### src/hwm_map.svh
// Register map constants of the hardware monitor register bank
`ifndef HWM_MAP_SVH
`define HWM_MAP_SVH

// ----------------------------------------------------------------
// Internal register offsets
// ----------------------------------------------------------------
`define HWM_OFS_DEVNUM    6'h00
`define HWM_OFS_MAKER     6'h01
`define HWM_OFS_PART      6'h02
`define HWM_OFS_FIXCAP    6'h03
`define HWM_OFS_STATUS    6'h04
`define HWM_OFS_CTRL      6'h05
`define HWM_OFS_TCAP      6'h08
`define HWM_OFS_TREAD     6'h09
`define HWM_OFS_TCTRL     6'h0A
`define HWM_OFS_VCAP      6'h10
`define HWM_OFS_VREAD     6'h11
`define HWM_OFS_VCTRL     6'h12
`define HWM_OFS_RATE      6'h20

// ----------------------------------------------------------------
// Reset values and fixed contents
// ----------------------------------------------------------------
`define HWM_RST_CTRL      16'h0000
`define HWM_RST_TCTRL     16'h0000
`define HWM_RST_VCTRL     16'h001F
`define HWM_RST_RATE      2'h2
`define HWM_RST_STATUS    8'h00
`define HWM_VAL_FIXCAP    16'h0021
`define HWM_VAL_TCAP      16'h0349
`define HWM_VAL_VCAP      16'h0051

// ----------------------------------------------------------------
// Bit masks, field positions and device addresses
// ----------------------------------------------------------------
`define HWM_MSK_CTRL      16'h0037
`define HWM_MSK_TCTRL     16'h0007
`define HWM_MSK_VCTRL     16'h07FF
`define HWM_MSK_RATE      16'h0003
`define HWM_MSK_STATUS    8'hB3
`define HWM_BIT_RESET     0
`define HWM_BIT_BER       7
`define HWM_DEV_BCAST     3'h0
`define HWM_DEV_STRAP_LO  3'h1
`define HWM_DEV_STRAP_HI  3'h7

`endif

### src/hwm_pkg.sv
// Shared types of the hardware monitor register bank
package hwm_pkg;
  typedef logic [5:0]  hwm_addr_t;
  typedef logic [15:0] hwm_data_t;
  typedef logic [2:0]  hwm_dev_t;
endpackage : hwm_pkg

### src/hwm_regbank.sv
// Register bank of a two-zone temperature, five-channel voltage monitor
`timescale 1ns/1ns
`include "hwm_map.svh"

// Function
// - Power-up reset performs the full device reset before serving accesses.
// - Writing 1 to control bit 0 at 05h triggers the device reset.
// - Device reset abandons operations in progress and restarts the device.
// - Device reset loads every register default, reset bit included.
// - Device number field reads 001 for strap low, 111 high; upper bits zero.
// - Device number field follows the strap input continuously.
// - Writes to the device number register at 00h are ignored.
// - Device number value comes from the strap level, not a constant.
// - Device answers its strap-derived bus address, and broadcast address 0 for writes to 05h.
// - Data fields are 8 or 16 bits by register size, MSB first.
// - Bus error flag clears on device reset and on status register read.
module hwm_regbank #(
  parameter int        DATA_W  = 16,
  parameter bit [15:0] MAKER_ID = 16'h5A5A,  // Arbitrary value
  parameter bit [15:0] PART_ID  = 16'h0A5A   // Arbitrary value
) (
  input  wire logic             CLK,
  input  wire logic             RST,
  input  wire logic             STRAP_ADDR,
  input  wire logic             REQ_VALID,
  input  wire hwm_pkg::hwm_dev_t  REQ_DEV,
  input  wire hwm_pkg::hwm_addr_t REQ_ADDR,
  input  wire logic             REQ_WRITE,
  input  wire hwm_pkg::hwm_data_t REQ_WDATA,
  input  wire logic             ACK_ERROR,
  input  wire logic [3:0]       EVT_SET,
  input  wire logic [3:0]       EVT_CLR,
  input  wire hwm_pkg::hwm_data_t TEMP_READOUT,
  input  wire hwm_pkg::hwm_data_t VOLT_READOUT,
  output logic                  READ_VALID,
  output hwm_pkg::hwm_data_t    READ_DATA,
  output logic                  READ_WIDTH16,
  output logic                  DEV_RESET,
  output hwm_pkg::hwm_dev_t     OWN_ADDR,
  output hwm_pkg::hwm_data_t    DEV_CTRL,
  output hwm_pkg::hwm_data_t    TEMP_CTRL,
  output hwm_pkg::hwm_data_t    VOLT_CTRL,
  output logic [1:0]            CONV_RATE
);

  // Only a 16-bit data path is implemented
  if (DATA_W != 16) begin : g_bad_data_w
    $error("hwm_regbank: DATA_W must be 16");
  end

  // ----------------------------------------------------------------
  // State
  // ----------------------------------------------------------------
  hwm_pkg::hwm_data_t ctrl_r;
  hwm_pkg::hwm_data_t tctrl_r;
  hwm_pkg::hwm_data_t vctrl_r;
  logic [1:0]         rate_r;
  logic [7:0]         status_r;
  logic [7:0]         status_nxt;
  hwm_pkg::hwm_addr_t rd_addr_r;

  // ----------------------------------------------------------------
  // Decode
  // ----------------------------------------------------------------
  wire               dev_rst = RST | ctrl_r[`HWM_BIT_RESET];
  wire hwm_pkg::hwm_dev_t strap_dev = STRAP_ADDR ? `HWM_DEV_STRAP_HI
                                                 : `HWM_DEV_STRAP_LO;
  wire               own_hit = (REQ_DEV == strap_dev);
  // Broadcast only reaches the control register, and only as a write
  wire               bc_hit  = (REQ_DEV == `HWM_DEV_BCAST) & REQ_WRITE &
                               (REQ_ADDR == `HWM_OFS_CTRL);
  wire               acc     = REQ_VALID & ~dev_rst & (own_hit | bc_hit);
  wire               wr      = acc & REQ_WRITE;
  wire               rd      = acc & ~REQ_WRITE;
  wire               wr_ctrl  = wr & (REQ_ADDR == `HWM_OFS_CTRL);
  wire               wr_tctrl = wr & (REQ_ADDR == `HWM_OFS_TCTRL);
  wire               wr_vctrl = wr & (REQ_ADDR == `HWM_OFS_VCTRL);
  wire               wr_rate  = wr & (REQ_ADDR == `HWM_OFS_RATE);
  wire               rd_stat  = rd & (REQ_ADDR == `HWM_OFS_STATUS);

  // Read multiplexer; undefined offsets read zero
  logic [15:0] rd_mux;
  logic        rd_w16;
  always_comb begin
    rd_mux = 16'h0000;
    rd_w16 = 1'b1;
    case (REQ_ADDR)
      `HWM_OFS_DEVNUM: begin
        rd_mux = {13'h0, strap_dev};
        rd_w16 = 1'b0;
      end
      `HWM_OFS_MAKER:  rd_mux = MAKER_ID;
      `HWM_OFS_PART:   rd_mux = PART_ID;
      `HWM_OFS_FIXCAP: rd_mux = `HWM_VAL_FIXCAP;
      `HWM_OFS_STATUS: begin
        rd_mux = {8'h00, status_r & `HWM_MSK_STATUS};
        rd_w16 = 1'b0;
      end
      `HWM_OFS_CTRL:   rd_mux = ctrl_r & `HWM_MSK_CTRL;
      `HWM_OFS_TCAP:   rd_mux = `HWM_VAL_TCAP;
      `HWM_OFS_TREAD:  rd_mux = TEMP_READOUT;
      `HWM_OFS_TCTRL:  rd_mux = tctrl_r & `HWM_MSK_TCTRL;
      `HWM_OFS_VCAP:   rd_mux = `HWM_VAL_VCAP;
      `HWM_OFS_VREAD:  rd_mux = VOLT_READOUT;
      `HWM_OFS_VCTRL:  rd_mux = vctrl_r & `HWM_MSK_VCTRL;
      `HWM_OFS_RATE: begin
        rd_mux = {14'h0, rate_r};
        rd_w16 = 1'b0;
      end
      default: begin
        rd_mux = 16'h0000;
        rd_w16 = 1'b1;
      end
    endcase
  end

  // ----------------------------------------------------------------
  // Status flags: a set in the clearing cycle wins
  // ----------------------------------------------------------------
  always_comb begin
    status_nxt = status_r;
    if (rd_stat) status_nxt[`HWM_BIT_BER] = 1'b0;
    status_nxt[1:0] = (status_r[1:0] & ~EVT_CLR[1:0]) | EVT_SET[1:0];
    status_nxt[5:4] = (status_r[5:4] & ~EVT_CLR[3:2]) | EVT_SET[3:2];
    if (ACK_ERROR) status_nxt[`HWM_BIT_BER] = 1'b1;
  end

  // ----------------------------------------------------------------
  // Registers
  // ----------------------------------------------------------------
  always_ff @(posedge CLK) begin
    if (dev_rst) begin
      ctrl_r   <= `HWM_RST_CTRL;
      tctrl_r  <= `HWM_RST_TCTRL;
      vctrl_r  <= `HWM_RST_VCTRL;
      rate_r   <= `HWM_RST_RATE;
      status_r <= `HWM_RST_STATUS;
    end else begin
      // Device number has no storage, so writes there fall away
      if (wr_ctrl)  ctrl_r  <= REQ_WDATA & `HWM_MSK_CTRL;
      if (wr_tctrl) tctrl_r <= REQ_WDATA & `HWM_MSK_TCTRL;
      if (wr_vctrl) vctrl_r <= REQ_WDATA & `HWM_MSK_VCTRL;
      if (wr_rate)  rate_r  <= REQ_WDATA[1:0];
      status_r <= status_nxt & `HWM_MSK_STATUS;
    end
  end

  always_ff @(posedge CLK) begin
    if (RST) begin
      READ_VALID   <= 1'b0;
      READ_DATA    <= 16'h0000;
      READ_WIDTH16 <= 1'b0;
      rd_addr_r    <= 6'h00;
    end else begin
      READ_VALID <= rd;
      if (rd) begin
        READ_DATA    <= rd_mux;
        READ_WIDTH16 <= rd_w16;
        rd_addr_r    <= REQ_ADDR;
      end
    end
  end

  // Restart pulse for the measurement engines; held high through reset
  always_ff @(posedge CLK) begin
    if (RST) begin
      DEV_RESET <= 1'b1;
      // Reset value comes from the strap level, never a fixed code
      OWN_ADDR  <= strap_dev;
    end else begin
      DEV_RESET <= dev_rst;
      OWN_ADDR  <= strap_dev;
    end
  end

  assign DEV_CTRL  = ctrl_r;
  assign TEMP_CTRL = tctrl_r;
  assign VOLT_CTRL = vctrl_r;
  assign CONV_RATE = rate_r;
endmodule : hwm_regbank

### config.mk
export PLATFORM = sky130hd
export DESIGN_NAME = hwm_regbank
export DESIGN_NICKNAME = d
export VERILOG_FILES = /design/src/hwm_pkg.sv /design/src/hwm_regbank.sv
export VERILOG_INCLUDE_DIRS = /design/src
export SDC_FILE = /design/constraint.sdc
export NUM_CORES = 1
export LEC_CHECK = 0
export ABC_AREA = 1
export ABC_CLOCK_PERIOD_IN_PS = 1200
export BUFFER_PORTS_ARGS = -buffer_cell sky130_fd_sc_hd__buf_2
export CAP_MARGIN = 20
export CELL_PAD_IN_SITES_DETAIL_PLACEMENT = 1
export CELL_PAD_IN_SITES_GLOBAL_PLACEMENT = 1
export CORE_MARGIN = 1
export CORE_UTILIZATION = 27
export DETAILED_ROUTE_END_ITERATION = 10
export PLACE_DENSITY_LB_ADDON = 0.1
export SETUP_SLACK_MARGIN = 0.15
export SYNTH_ARGS = -nofsm -noshare
export SYNTH_HDL_FRONTEND = slang
export SYNTH_SLANG_ARGS = --single-unit
### constraint.sdc
create_clock -name CLK -period 1.2 [get_ports CLK]
set_input_delay 0.12 -clock CLK [delete_from_list [all_inputs] [get_ports CLK]]
set_output_delay 0.12 -clock CLK [all_outputs]
set_load 0.03 [all_outputs]
==> run_results.csv, run 1 <==
group,metric,value,unit
sta,finalSetupViolCount,38,
clock_network,clkSinkCount,46,
sta,finalCritPeriodShare,116,%
critical_path,crit_path_end_kind,"register",
route,drtIter0Drc,58,
critical_path,cp_slowest_cell,"dfxtp_4",
yosys,synthesis.area,2700,um^2
flow_run,maxCapViolCount,0,
floorplan,rows,36,
outcome,violations,"negative setup slack",
placement,dpl_cell_area,3530,um^2
yosys,synth_edf_count,0,
route,highest_layer,"met4",
pwr,p_leak,2.15,nW
min_path,hold_path_class,"in2reg",
sta,fin_skew,0.0107,ns
floorplan,ios,143,
layout,syn_to_final_growth,53.8,%
layout,final_common_cell,"nand2_1",
placement,place_congestion,0.848,
layout,num_antenna_cells,0,
critical_path,cp.arrival,1.65,ns
sta,min_period,1.39,ns
yosys,synth_cells,416,
critical_path,crit_required,1.46,ns
route,wire_per_inst,14.5,um
sta,hold_violations,0,
yosys,muxShareOfSynthArea,0,%
layout,fin_util,42.6,%
route,viasPerCell,4.39,
clock_network,clk_latency,0.31,ns
layout,final_cell_mix,"111 x nand2_1, 93 x buf_2, 48 x nor2_1, 39 x buf_4, 37 x dfxtp_1",
floorplan,dieArea,10400,um^2
floorplan,die_x,102,um
min_path,hold_depth,3,
critical_path,cpPeakStageDelay,0.36,ns
clock_network,cts.path.max_buffers,2,
route,ant_nets,0,
global_routing,grt_overflow_total,0,
route,dr_wl_met2,4970,um
yosys,ys.flop_type,"dfxtp_1",
critical_path,crit_fanout,6,
critical_path,critPathKind,"reg2reg",
route,wirelength,10200,um
clock_network,cts_hold_repair.buffers,0,
sta,rsz0062_at_grt,"true",
route,firstDrtPassIters,4,
critical_path,rr_worst_depth,8,
global_routing,grt_max_degree,22,
pwr,power.density,766,nW/um^2
floorplan,die_h,102,um
yosys,postSynth.asyncResetShare,0,%
floorplan,core_area,9730,um^2
critical_path,start_kind,"register",
yosys,ys_seq_area_share,34.2,%
clock_network,tritoncts,"yes",
layout,fin_nets,638,
clock_network,clk_pin_slew,0.10,ns
sta,final_max_slew_viol_count,0,
clock_network,htreeDepth,2,
yosys,syn_area_per_cell,6.48,um^2
pwr,power.total,3.18,mW
global_routing,grt_pass1_vias,3087,
yosys,synth_compound_area_share,6.91,%
yosys,ys_warn_count,0,
critical_path,crit_top_cell,"nor2_4",
sta,fin_ws,-0.193,ns
clock_network,numCtsBuffers,5,
global_routing,antenna_found_initial,0,
floorplan,start_util,27.7,%
route,num_vias,3079,
layout,drive_gt1_share,44.5,%
sta,timing.hold.ws,0.0239,ns
yosys,synthSimpleGateAreaFrac,41.7,%
route,drc_errors,0,
yosys,synth_top_family_by_area,"simple AND/OR/NAND/NOR gates",
yosys,synth.distinct_cells,31,
pwr,peakVddDrop,0.415,mV
layout,stdcell_area,4150,um^2
outcome,status,"finished with violations",
critical_path,crit_chain,"nor2_4, inv_2, nor2_4, buf_6, nand2_4, nor2_4, nand3_2, nand3_1",
global_routing,track_usage,19.1,%
yosys,synth_adder_area_share,0,%
placement,place.detailed.hpwl,7520,um
yosys,synth_xor_area_share,0,%
clock_network,cts_root_buffer,"clkbuf_8",
yosys,ys_seq_elements,46,
sta,max_freq,0.718,GHz
critical_path,r2r_slack,-0.19,ns
route,met1_length,4600,um
global_routing,grt_pass1_wl,15200,um
route,wl_met3,386,um
placement,io_buffer_count,107,
layer usage:
metal	GRT usage [%]	up-vias
met5	0	-
met2	32.7	79
met1	24.7	1442
met4	6.04	0
li1	-	1543
met3	2.80	15
final timing paths:
path,from,end
worst max-delay path,DEV_CTRL[0]$_SDFFE_PP0P_,VOLT_CTRL[2]$_SDFFE_PP1P_
worst min register to register,READ_DATA[5]$_SDFFE_PP0P_,READ_DATA[5]$_SDFFE_PP0P_
worst max register to register,DEV_CTRL[0]$_SDFFE_PP0P_,VOLT_CTRL[2]$_SDFFE_PP1P_
worst min-delay path,REQ_WDATA[9],VOLT_CTRL[9]$_SDFFE_PP0P_
power breakdown:
| part | switching, mW | internal, mW | total [mW] | leakage, nW |
|---|---|---|---|---|
| Combinational | 0.390 | 0.200 | 0.590 | 1.72 |
| Sequential | 0.00959 | 1.54 | 1.55 | 0.377 |
| Clock | 0.573 | 0.465 | 1.04 | 0.0472 |
metrics by stage:
step,TNS (ns),setup slack (ns),cells
after global placement,-6.05,-0.270,680
after floorplan,-4.12,-0.176,444
after CTS,-2.87,-0.132,691
after global routing,-7.26,-0.257,701
final,-4.81,-0.193,701
after detailed placement,-6.87,-0.256,680
worst max-delay path: cells and delay by family, from the launching register on:
family / cells / cell delay (ns)
simple gates: 6 / 0.75
flops: 1 / 0.36
buf+inv: 2 / 0.22
layout make-up:
type	instances	area (um^2)
clock buffer	6	82.6
clock inverter	2	12.5
sequential	46	935
fill	1290	5580
multi-input combinational	318	1720
timing repair inverter	2	25.0
tap	133	166
timing repair buffer	155	1050
inverter	39	159
state kept, by name, indices dropped and copies added (netlist names):
signal	flops
status_r	5
READ_DATA	16
DEV_RESET	1
CONV_RATE	2
READ_WIDTH16	1
TEMP_CTRL	3
OWN_ADDR	1
READ_VALID	1
DEV_CTRL	5
VOLT_CTRL	11
repair_timing:
item	CTS	global route
gates cloned	0	6
pin swaps	4	18
resized for setup	31	79
setup endpoints to repair	46	51
buffers inserted	3	4
Yosys cell counts (2+ instances only):
cell type    n  area [um^2]
nand2_1    140          526
nor2_1      55          206
dfxtp_1     46          921
inv_1       36          135
buf_4       34          255
nand3_1     31          155
a21oi_1     21          105
nand4_1     12         75.1
nor2_2       5         31.3
nor2_4       5         56.3
clkbuf_1     3         11.3
a21oi_2      2         17.5
a22o_1       2         17.5
buf_2        2         10.0
conb_1       2         7.51
inv_2        2         7.51
nand4_2      2         25.0
o21a_1       2         15.0
o21ai_0      2         10.0
logic make-up after synthesis:
kind of cell,after synthesis
buf+inv,81
simple gates,255
compound gates,32
other cells,2
flops,46
(Power assumes the default switching activity.)
==> run 2, diff against run 1 <==
Settings changed: CORE_ASPECT_RATIO set to 0.9, CTS_CLUSTER_SIZE set to 20.
==> run_results.csv, run 2 (synthesis gave the netlist of run 1 again) <==
group,metric,value,unit
outcome,status,"finished with violations",
outcome,violations,"negative setup slack",
critical_path,cp.arrival,1.49,ns
critical_path,critPathKind,"reg2reg",
global_routing,antenna_found_initial,0,
floorplan,core_area,9700,um^2
pwr,peakVddDrop,0.444,mV
critical_path,crit_path_end_kind,"register",
clock_network,cts_hold_repair.buffers,0,
sta,finalSetupViolCount,37,
layout,syn_to_final_growth,43.9,%
route,viasPerCell,4.48,
floorplan,ios,143,
layout,regMostFlops,"READ_DATA",
floorplan,die_x,107,um
critical_path,crit_required,1.38,ns
critical_path,cpPeakStageDelay,0.36,ns
critical_path,endpoint,"VOLT_CTRL[0]$_SDFFE_PP1P_",
layout,largest_register_ffs,16,
global_routing,grt_overflow_total,0,
placement,place.detailed.hpwl,7500,um
flow_run,maxCapViolCount,0,
layout,fin_util,40.0,%
critical_path,cp_top_family,"simple AND/OR/NAND/NOR gates",
pwr,p_leak,2.08,nW
layout,fin_nets,636,
placement,io_buffer_count,107,
layout,final_common_cell,"nand2_1",
clock_network,cts.path.max_buffers,2,
critical_path,rr_worst_depth,8,
route,wl_met3,364,um
sta,fin_skew,0.00326,ns
floorplan,die_h,96.8,um
clock_network,tritoncts,"yes",
clock_network,clk_pin_slew,0.09,ns
critical_path,path_buf_inv,3,
critical_path,start_kind,"register",
clock_network,clk_latency,0.30,ns
route,met1_length,4730,um
sta,fin_ws,-0.110,ns
pwr,power.density,856,nW/um^2
layout,num_antenna_cells,0,
pwr,p_switching,0.952,mW
critical_path,crit_chain,"nor2_4, inv_2, nor2_4, buf_6, buf_4, nand4_2, nand2_1, nand3_1",
critical_path,cp_slowest_cell,"dfxtp_4",
layout,instances_no_fill,692,
min_path,hold_path_class,"in2reg",
pwr,seq_power_share,46.7,%
route,ant_nets,0,
clock_network,clkSinkCount,46,
route,num_vias,3101,
sta,setup_tns,-2.57,ns
pwr,intPower,2.37,mW
critical_path,r2r_slack,-0.11,ns
sta,finalCritPeriodShare,109,%
layout,nFillCells,1304,
critical_path,r2r-end,"VOLT_CTRL[0]$_SDFFE_PP1P_",
sta,final_max_slew_viol_count,0,
clock_network,htreeDepth,2,
route,firstDrtPassIters,4,
pwr,p_sw_share,28.7,%
floorplan,dieArea,10400,um^2
floorplan,start_util,27.8,%
global_routing,grt_max_degree,22,
layout,final_cell_mix,"129 x nand2_1, 94 x buf_2, 52 x nor2_1, 43 x buf_4, 38 x dfxtp_1",
critical_path,timing.rr.start,"DEV_CTRL[0]$_SDFFE_PP0P_",
critical_path,startpoint,"DEV_CTRL[0]$_SDFFE_PP0P_",
layout,stdcell_area,3880,um^2
floorplan,rows,34,
min_path,min_from,"EVT_SET[3]",
global_routing,grt_pass1_wl,15700,um
sta,rsz0062_at_grt,"true",
route,highest_layer,"met4",
clock_network,cts_root_buffer,"clkbuf_8",
pwr,p_comb_share,17.5,%
route,wirelength,9950,um
critical_path,crit_fanout,7,
global_routing,grt_pass1_vias,3080,
route,drc_errors,0,
layout,drive_gt1_share,36.4,%
placement,place_congestion,0.821,
placement,dpl_cell_area,3490,um^2
route,drtIter0Drc,82,
pwr,p_clk_share,35.8,%
sta,min_period,1.31,ns
sta,max_freq,0.763,GHz
clock_network,numCtsBuffers,5,
sta,hold_violations,0,
route,dr_wl_met2,4810,um
route,wire_per_inst,14.4,um
global_routing,track_usage,19.5,%
critical_path,crit_top_cell,"nor2_4",
placement,post-place-cells,669,
critical_path,cp.depth,8,
## run 2: worst min-delay path by stage
stage                        endpoint  slack [ns]  depth (start not counted)
2_1_floorplan     OWN_ADDR[1]$_DFF_P_        0.15                          0
3_3_place_gp   status_r[1]$_SDFF_PP0_        0.33                          3
3_5_place_dp   status_r[5]$_SDFF_PP0_        0.34                          3
4_1_cts        status_r[5]$_SDFF_PP0_        0.02                          3
5_1_grt        status_r[1]$_SDFF_PP0_        0.03                          3
6_report       status_r[5]$_SDFF_PP0_        0.03                          3
## run 2: power groups by stage
| stage | logic, mW | clock network [mW] | registers [mW] |
|---|---|---|---|
| floorplan | 0.359 | 0 | 1.60 |
| global placement | 0.519 | 0 | 1.59 |
| detailed placement | 0.525 | 0 | 1.59 |
| CTS | 0.558 | 1.23 | 1.55 |
| global route | 0.633 | 1.28 | 1.55 |
| finish | 0.580 | 1.19 | 1.55 |
## run 2: through the flow
step	hold slack, ns	setup slack, ns	power, mW
floorplan	0.148	-0.176	1.95
global placement	0.328	-0.238	2.10
detailed placement	0.338	-0.286	2.11
CTS	0.0205	-0.0960	3.34
global route	0.0294	-0.212	3.46
finish	0.0262	-0.110	3.32
## run 2: worst min-delay path, delay by kind of cell
kind	cells	cell delay (ns)
compound gates	1	0.03
simple gates	1	0.07
buf+inv	1	0.08
## run 2: cell type report
class	count	area (um^2)	share of cell area (%)
inverter	39	159	4.10
tap	126	158	4.06
clock inverter	1	30.0	0.774
clock buffer	7	76.3	1.97
multi-input combinational	320	1540	39.7
timing repair buffer	153	982	25.3
sequential	46	933	24.1
## run 2: what timing repair did
action	in CTS	in global routing
gates cloned	2	1
setup endpoints to repair	46	51
pin swaps	7	6
gates resized for setup	16	31
buffers inserted	5	7
## run 2: per-layer routing
| metal | global-route usage (%) | vias up |
|---|---|---|
| li1 | - | 1552 |
| met1 | 26.4 | 1464 |
| met2 | 33.3 | 80 |
| met3 | 2.63 | 5 |
| met4 | 2.85 | 0 |
| met5 | 0 | - |
